--- src/logic/sbsc_consts.svh ---
// timing and burst constants of the synchronous burst sram control block
// assumes a 100 MHz core clock; included by the package and the control module
`ifndef SBSC_CONSTS_SVH
`define SBSC_CONSTS_SVH
`define SBSC_CLK_PERIOD_NS 10
`define SBSC_WAKE_RECOVERY_NS 20
`define SBSC_WAKE_CYC ((`SBSC_WAKE_RECOVERY_NS + `SBSC_CLK_PERIOD_NS - 1) / `SBSC_CLK_PERIOD_NS)
`define SBSC_SLEEP_ENTRY_CYC 2
`define SBSC_BURST_STEP 2'h1
`define SBSC_LOW_BITS 2
`endif

--- src/logic/sbsc_pkg.sv ---
// types shared by the burst sram control block
// assumes sbsc_consts.svh on the include path
`include "sbsc_consts.svh"
package sbsc_pkg;
	typedef enum logic [1:0] {
		SBSC_DESEL = 2'b00,
		SBSC_READ = 2'b01,
		SBSC_WRITE = 2'b10
	} sbsc_burst_e;
	typedef enum logic [1:0] {
		SBSC_AWAKE = 2'b00,
		SBSC_ENTERING = 2'b01,
		SBSC_ASLEEP = 2'b10,
		SBSC_WAKING = 2'b11
	} sbsc_pwr_e;
endpackage : sbsc_pkg

--- src/logic/sbsc_ctrl.sv ---
// control logic of a synchronous burst sram without bus turnaround
// assumes pins arrive unsynchronised; the array has a combinational read
// port and a queued write port; tri-state is resolved outside
`timescale 1ns/1ps
`default_nettype none
`include "sbsc_consts.svh"
module sbsc_ctrl
	import sbsc_pkg::*;
#(
	parameter int AW = 20,
	parameter int DW = 36,
	parameter int NB = 4,
	parameter int FD = 16
) (
	input wire logic i_clk,
	input wire logic i_rst_n,
	input wire logic i_clock_gate_n,
	input wire logic i_advance_load,
	input wire logic i_store_select,
	input wire logic [NB-1:0] i_byte_lane_enables_n,
	input wire logic i_chip_select_a_n,
	input wire logic i_chip_select_b,
	input wire logic i_chip_select_c_n,
	input wire logic i_out_drive_n,
	input wire logic i_sleep_request,
	input wire logic i_unregistered_out_n,
	input wire logic i_order_select_n,
	input wire logic [AW-1:0] i_addr,
	input wire logic [DW-1:0] i_dq_i,
	output logic [DW-1:0] o_dq_o,
	output logic o_dq_oe,
	output logic o_rd_en,
	output logic [AW-1:0] o_rd_addr,
	input wire logic [DW-1:0] i_rd_data,
	output logic o_wr_valid,
	input wire logic i_wr_ready,
	output logic [AW-1:0] o_wr_addr,
	output logic [NB-1:0] o_wr_byte_en,
	output logic [DW-1:0] o_wr_data,
	output logic o_accept,
	output logic o_sleeping
);
	localparam int QW = AW + NB + DW;
	localparam logic [1:0] SLEEP_LAST = 2'(`SBSC_SLEEP_ENTRY_CYC - 2);
	localparam logic [1:0] WAKE_LAST = 2'(`SBSC_WAKE_CYC - 1);

	typedef struct packed {
		logic cke_n;
		logic advance_load;
		logic store;
		logic [NB-1:0] be_n;
		logic csa_n;
		logic csb;
		logic csc_n;
		logic zz;
		logic ft_n;
		logic order_n;
		logic [AW-1:0] addr;
		logic [DW-1:0] dq;
	} sbsc_pin_s;

	typedef struct packed {
		sbsc_pin_s s1;
		sbsc_pin_s s2;
		sbsc_burst_e btype;
		logic [AW-1:0] base;
		logic [1:0] start;
		logic [1:0] step;
		logic cmd_v;
		logic cmd_wr;
		logic [AW-1:0] cmd_addr;
		logic [NB-1:0] cmd_be_n;
		logic w2_v;
		logic [AW-1:0] w2_addr;
		logic [NB-1:0] w2_be_n;
		logic rd1_v;
		logic [DW-1:0] rd1;
		logic drv;
		logic [DW-1:0] dq_o;
		sbsc_pwr_e pwr;
		logic [1:0] pcnt;
	} sbsc_state_s;

	sbsc_state_s st_r;
	sbsc_state_s st_nxt;
	sbsc_pin_s pins;
	sbsc_pin_s p;
	logic sel;
	logic flow;
	logic [1:0] nstep;
	logic [1:0] nlow;
	logic push;
	logic [AW-1:0] push_addr;
	logic [NB-1:0] push_be_n;
	logic q_valid;
	logic q_ready;
	logic base_stall;
	logic stall;
	logic [QW-1:0] q_out;

	// every pin except the output enable passes two flops before use
	assign pins = '{cke_n: i_clock_gate_n, advance_load: i_advance_load, store: i_store_select,
		be_n: i_byte_lane_enables_n, csa_n: i_chip_select_a_n, csb: i_chip_select_b,
		csc_n: i_chip_select_c_n, zz: i_sleep_request, ft_n: i_unregistered_out_n,
		order_n: i_order_select_n, addr: i_addr, dq: i_dq_i};
	assign p = st_r.s2;

	assign sel = !p.csa_n && p.csb && !p.csc_n;
	assign flow = !p.ft_n;
	assign nstep = st_r.step + `SBSC_BURST_STEP;
	// interleaved: start xor count, linear: start plus count
	assign nlow = p.order_n ? (st_r.start ^ nstep) : (st_r.start + nstep);

	// write data taken one edge after the command in flow-through, two in pipelined
	always_comb begin
		if (flow) begin
			push = st_r.cmd_v && st_r.cmd_wr && !(&st_r.cmd_be_n);
			push_addr = st_r.cmd_addr;
			push_be_n = st_r.cmd_be_n;
		end else begin
			push = st_r.w2_v && !(&st_r.w2_be_n);
			push_addr = st_r.w2_addr;
			push_be_n = st_r.w2_be_n;
		end
	end

	assign base_stall = p.cke_n || (st_r.pwr == SBSC_ASLEEP);
	assign q_valid = push && !base_stall;
	assign stall = base_stall || (push && !q_ready);

	always_comb begin
		st_nxt = st_r;
		st_nxt.s1 = pins;
		st_nxt.s2 = st_r.s1;
		// sleep sequencing runs even while the clock gate is high
		case (st_r.pwr)
			SBSC_AWAKE: begin
				if (p.zz) begin
					st_nxt.pwr = SBSC_ENTERING;
					st_nxt.pcnt = 2'h0;
				end
			end
			SBSC_ENTERING: begin
				if (!p.zz) begin
					st_nxt.pwr = SBSC_AWAKE;
				end else if (st_r.pcnt == SLEEP_LAST) begin
					st_nxt.pwr = SBSC_ASLEEP;
				end else begin
					st_nxt.pcnt = st_r.pcnt + 2'h1;
				end
			end
			SBSC_ASLEEP: begin
				if (!p.zz) begin
					st_nxt.pwr = SBSC_WAKING;
					st_nxt.pcnt = 2'h0;
				end
			end
			SBSC_WAKING: begin
				if (p.zz) begin
					st_nxt.pwr = SBSC_ASLEEP;
				end else if (st_r.pcnt == WAKE_LAST) begin
					st_nxt.pwr = SBSC_AWAKE;
				end else begin
					st_nxt.pcnt = st_r.pcnt + 2'h1;
				end
			end
			default: begin
				st_nxt.pwr = SBSC_AWAKE;
			end
		endcase
		if (!stall) begin
			st_nxt.cmd_v = 1'b0;
			st_nxt.cmd_wr = 1'b0;
			if (!p.advance_load) begin
				// a write start while recovering from sleep is treated as a deselect
				if (sel && !(st_r.pwr == SBSC_WAKING && !p.store)) begin
					st_nxt.base = p.addr;
					st_nxt.start = p.addr[1:0];
					st_nxt.step = 2'h0;
					st_nxt.btype = p.store ? SBSC_READ : SBSC_WRITE;
					st_nxt.cmd_v = 1'b1;
					st_nxt.cmd_wr = !p.store;
					st_nxt.cmd_addr = p.addr;
					st_nxt.cmd_be_n = p.be_n;
				end else begin
					st_nxt.btype = SBSC_DESEL;
				end
			end else if (st_r.btype != SBSC_DESEL) begin
				st_nxt.step = nstep;
				st_nxt.cmd_v = 1'b1;
				st_nxt.cmd_wr = st_r.btype == SBSC_WRITE;
				st_nxt.cmd_addr = {st_r.base[AW-1:`SBSC_LOW_BITS], nlow};
				st_nxt.cmd_be_n = p.be_n;
			end
			st_nxt.w2_v = st_r.cmd_v && st_r.cmd_wr;
			st_nxt.w2_addr = st_r.cmd_addr;
			st_nxt.w2_be_n = st_r.cmd_be_n;
			st_nxt.rd1_v = st_r.cmd_v && !st_r.cmd_wr;
			st_nxt.rd1 = i_rd_data;
			if (flow) begin
				st_nxt.drv = st_r.cmd_v && !st_r.cmd_wr;
				if (st_r.cmd_v && !st_r.cmd_wr) begin
					st_nxt.dq_o = i_rd_data;
				end
			end else begin
				st_nxt.drv = st_r.rd1_v;
				if (st_r.rd1_v) begin
					st_nxt.dq_o = st_r.rd1;
				end
			end
		end
	end

	always_ff @(posedge i_clk) begin
		if (!i_rst_n) begin
			st_r <= '0;
		end else begin
			st_r <= st_nxt;
		end
	end

	assign o_dq_o = st_r.dq_o;
	// output enable floats the pins without waiting for an edge
	assign o_dq_oe = st_r.drv && !i_out_drive_n && (st_r.pwr != SBSC_ASLEEP);
	assign o_rd_en = st_r.cmd_v && !st_r.cmd_wr;
	assign o_rd_addr = st_r.cmd_addr;
	assign o_accept = !stall;
	assign o_sleeping = st_r.pwr == SBSC_ASLEEP;

	sbsc_fifo #(
		.W(QW),
		.D(FD)
	) u_wq (
		.i_clk(i_clk),
		.i_rst_n(i_rst_n),
		.i_in_valid(q_valid),
		.o_in_ready(q_ready),
		.i_in_data({push_addr, ~push_be_n, p.dq}),
		.o_out_valid(o_wr_valid),
		.i_out_ready(i_wr_ready),
		.o_out_data(q_out)
	);
	assign o_wr_addr = q_out[QW-1:NB+DW];
	assign o_wr_byte_en = q_out[NB+DW-1:DW];
	assign o_wr_data = q_out[DW-1:0];

	// checks
	logic cont;
	assign cont = !stall && p.advance_load && st_r.btype != SBSC_DESEL;
endmodule : sbsc_ctrl
`default_nettype wire

--- src/logic/sbsc_fifo.sv ---
// write queue between the burst control and the memory array port
// assumes one clock shared with its source and its drain
`timescale 1ns/1ps
`default_nettype none
module sbsc_fifo #(
	parameter int W = 8,
	parameter int D = 16
) (
	input wire logic i_clk,
	input wire logic i_rst_n,
	input wire logic i_in_valid,
	output logic o_in_ready,
	input wire logic [W-1:0] i_in_data,
	output logic o_out_valid,
	input wire logic i_out_ready,
	output logic [W-1:0] o_out_data
);
	localparam int PW = $clog2(D);
	typedef struct packed {
		logic [PW:0] wp;
		logic [PW:0] rp;
	} sbsc_fifo_s;
	sbsc_fifo_s st_r;
	sbsc_fifo_s st_nxt;
	logic [W-1:0] mem [D];
	logic full;
	logic empty;
	logic push;
	logic pop;

	assign empty = st_r.wp == st_r.rp;
	assign full = (st_r.wp[PW-1:0] == st_r.rp[PW-1:0]) && (st_r.wp[PW] != st_r.rp[PW]);
	assign push = i_in_valid && !full;
	assign pop = o_out_valid && i_out_ready;
	assign o_in_ready = !full;
	assign o_out_valid = !empty;
	assign o_out_data = mem[st_r.rp[PW-1:0]];

	always_comb begin
		st_nxt = st_r;
		if (push) begin
			st_nxt.wp = st_r.wp + 1'b1;
		end
		if (pop) begin
			st_nxt.rp = st_r.rp + 1'b1;
		end
	end

	always_ff @(posedge i_clk) begin
		if (!i_rst_n) begin
			st_r <= '0;
		end else begin
			st_r <= st_nxt;
		end
	end

	always_ff @(posedge i_clk) begin
		if (push) begin
			mem[st_r.wp[PW-1:0]] <= i_in_data;
		end
	end
endmodule : sbsc_fifo
`default_nettype wire

--- config.mk ---
export PLATFORM = sky130hd
export DESIGN_NAME = sbsc_ctrl
export DESIGN_NICKNAME = d
export VERILOG_FILES = /design/src/logic/sbsc_pkg.sv /design/src/logic/sbsc_ctrl.sv /design/src/logic/sbsc_fifo.sv
export VERILOG_INCLUDE_DIRS = /design/src /design/src/logic
export SDC_FILE = /design/constraint.sdc
export NUM_CORES = 1
export LEC_CHECK = 0
export ABC_CLOCK_PERIOD_IN_PS = 6600
export BUFFER_PORTS_ARGS = -buffer_cell sky130_fd_sc_hd__buf_2
export CAP_MARGIN = 20
export CELL_PAD_IN_SITES_DETAIL_PLACEMENT = 0
export CELL_PAD_IN_SITES_GLOBAL_PLACEMENT = 2
export CORE_AREA = 8 8 407 409
export CTS_BUF_LIST = sky130_fd_sc_hd__clkbuf_4
export CTS_CLUSTER_DIAMETER = 200
export DETAILED_ROUTE_END_ITERATION = 8
export DIE_AREA = 0 0 415 417
export MAX_ROUTING_LAYER = met4
export PLACE_DENSITY_LB_ADDON = 0.12
export SYNTH_ARGS = -nofsm -noshare
export SYNTH_HDL_FRONTEND = slang
export SYNTH_SLANG_ARGS = --single-unit
export TNS_END_PERCENT = 30
--- constraint.sdc ---
create_clock -name i_clk -period 6.6 [get_ports i_clk]
set_input_delay 0.66 -clock i_clk [delete_from_list [all_inputs] [get_ports i_clk]]
set_output_delay 0.66 -clock i_clk [all_outputs]
set_load 0.05 [all_outputs]
==> results.cfg <==
[global_routing]
grt_max_degree = 188
grt_pass1_vias = 27600
grt_pass1_wl_um = 188000
antenna_found_initial = 9
grt_use_total_pct = 15.1
grt-ovfl-total = 0

[sta]
setup_ws_ps = 1630
min_period_ps = 4970
holdWs_ps = 215
slew_viol_final = 0
relSlewSlack_pct = 32.2
setup-tns-final_ps = 0
worst_slew_pin_slew_ps = 1020
rsz0062_at_grt = false
hold_viol_final = 0
fmax_ghz = 0.201
finalCritPeriodShare_pct = 75.3
setup_viol = 0
skew_ps = 120

[synthesis]
synth_most_common_cell = edfxtp_1
synth_cell_types = 50
synth_top_area_share_pct = 60.8
synth_top_family_by_area = multiplexers
synth_nets = 2627
synth_flop_cell = edfxtp_1
synthAdderAreaFrac_pct = 0.211
yosys.area_share.simple_pct = 5.43
synth_xor_area_share_pct = 0.277
ys_top_cells_by_area = edfxtp_1, mux4_2, dfxtp_1
postSynthAreaPerCell_um2 = 18.9
async_reset_ff_share_pct = 0
synth_seq_cells = 1265
synth-edff-count = 960
synth_cells = 2510
synthMuxAreaShare_pct = 16.0
yosys_warnings = 0
syn_area_um2 = 47400
yosysTopAreaCell = edfxtp_1
ys_seq_area_share_pct = 73.6
synth-compound-area-share_pct = 2.08
synthTopCellsByCount = edfxtp_1, dfxtp_1, mux4_2

[job]
drv_cap = 0

[clock_network]
clock_path_buffers = 4
numCtsBuffers = 364
clk_latency_ps = 1270
postCtsHoldBufs = 126
cts_tree = built
postCtsSetupBuffers = 0
htreeDepth = 5
clock_sinks = 1265
cts-root-buf = clkbuf_4
cts_resized = 0
clk_pin_slew_ps = 60

[critical_path]
critPathArrivalTime_ps = 4310
crit_type = reg -> out
worstPathRequired_ps = 5940
max_stage_delay_ps = 810
cp_max_fo = 66
r2r_setup_slack_ps = 3120
rr_startpoint = p[57]$_SDFF_PN0_
path_cells = buf_12 > mux4_2 > mux4_2 > buf_2
reg2reg_to = u_wq.mem[7][19]$_DFFE_PP_
end_kind = output port
cp_top_family = multiplexers
worst-path-buf-inv = 2
ff2ff_path_depth = 5
cpMaxStageDelayCell = dfxtp_4
start_kind = register
crit_path_frequent_cell = mux4_2

[routing]
wire_per_inst_um = 23.9
vias_per_cell = 4.66
dr.pass1.iters = 5
vias = 25200
antenna_left = 0
initialDrtViolationCount = 1475
drc = 0
routed_wl_um = 129000

[status]
status = finished clean

[worst_hold_path]
hold_depth = 3
hold_start = i_dq_i[29]
holdCritPathClass = in -> reg
whs_endpoint = st_nxt[184]$_SDFF_PN0_

[die]
fp.dieH_um = 417
io_pins = 230
row_count = 147
die-width_um = 415
core_area_um2 = 159000
start_util_pct = 29.8
die_area_um2 = 173000

[pwr]
powerDensity_nw_per_um2 = 282
leakagePower_nw = 19.7
vdd_drop_max_v = 0.000185

[placed_design]
globalplace.congestion = 0.690
portBuffers = 229
dpl_worst_slack_ps = 2670
place_hpwl_um = 72700

[final_layout]
drive_above_1_share_pct = 35.1
layout.nets = 3178
final_util_pct = 35.4
syn_to_final_growth_pct = 18.7
==> layout by cell type (no fill, tap or decap), drive strengths merged, types with 3 or more instances in the layout <==
cell type and instances:
nand4 6, nor2b 12, a21boi 4, xnor2 12
buf 272, and3 14, nand2 177, xor2 3
and4 3, o211a 56, ha 8, inv 12
mux2 20, o21ai 13, mux4 300, clkinv 83
mux2i 63, nand2b 3, a22oi 21, clkbuf 521
edfxtp 960, and2 148, dfxtp 305, diode 9
a21oi 6, dlygate4sd3 126, nand3 131
==> registers in the layout, summed over array words and instances (netlist names), named ones only <==
name       cells
st_r          96
u_wq.st_r     10
u_wq.mem     960
o_rd_addr     20
o_dq_o        36
p             69
st_nxt        69
==> report_power, final <==
group          total (mW)  internal (mW)  switching [mW]
sequential           8.68           8.60          0.0820
combinational       0.376          0.154           0.222
clock                6.83           3.59            3.23
total                15.9           12.3            3.54
==> worst min-delay path, cell delays in order <==
cell and delay (ps):
dlygate4sd3_1 520, buf_2 120, and2_1 120
==> final cells by class <==
type                    instances  area, um2
fillers                     15200     103000
flip-flops and latches       1265      35000
multi-input cells            1026      11500
clock buffers                 521       3910
repair buffers                398       2960
well taps                    2086       2610
clock inverters                90        354
inverters                       6       22.5
diodes                          9       22.5
==> cell families (layout without fill, tap and decap cells) <==
kind of cell	after synthesis	after routing
fa+ha+maj	8	8
xor+xnor	15	15
buf+inv	219	1015
mux	383	383
flops	1265	1265
other cells	0	9
simple gates	507	507
compound gates	113	113
==> through the flow <==
step	total power, mW	std cells	instance area [um2]
3_3_place_gp	9.16	4646	50600
5_1_grt	16.7	5399	56300
4_1_cts	16.2	5390	56300
2_1_floorplan	9.04	2510	47400
3_5_place_dp	9.18	4653	50800
6_report	15.9	5401	56300
==> worst max path at each step <==
stage	slack, ps	cells after the start	start	to
2_1_floorplan	710	4	st_r[106]$_SDFFE_PN0P_	u_wq.mem[3][0]$_DFFE_PP_
3_3_place_gp	2700	5	p[57]$_SDFF_PN0_	u_wq.mem[12][12]$_DFFE_PP_
3_5_place_dp	2670	5	p[57]$_SDFF_PN0_	u_wq.mem[12][12]$_DFFE_PP_
4_1_cts	1340	4	register	o_wr_addr[1]
5_1_grt	1260	4	register	o_wr_data[2]
6_report	1630	4	register	o_wr_data[2]
==> per-layer routing <==
layer	share of wire (%)	global-route usage, %	wire length (um)	vias to the layer above
li1	-	-	-	11200
met1	43	18.3	55800	13100
met2	50	25.1	64300	683
met3	5.0	3.82	6460	239
met4	2.2	4.61	2810	0
met5	0	-	0	-
Power figures use the tool's default switching activity.
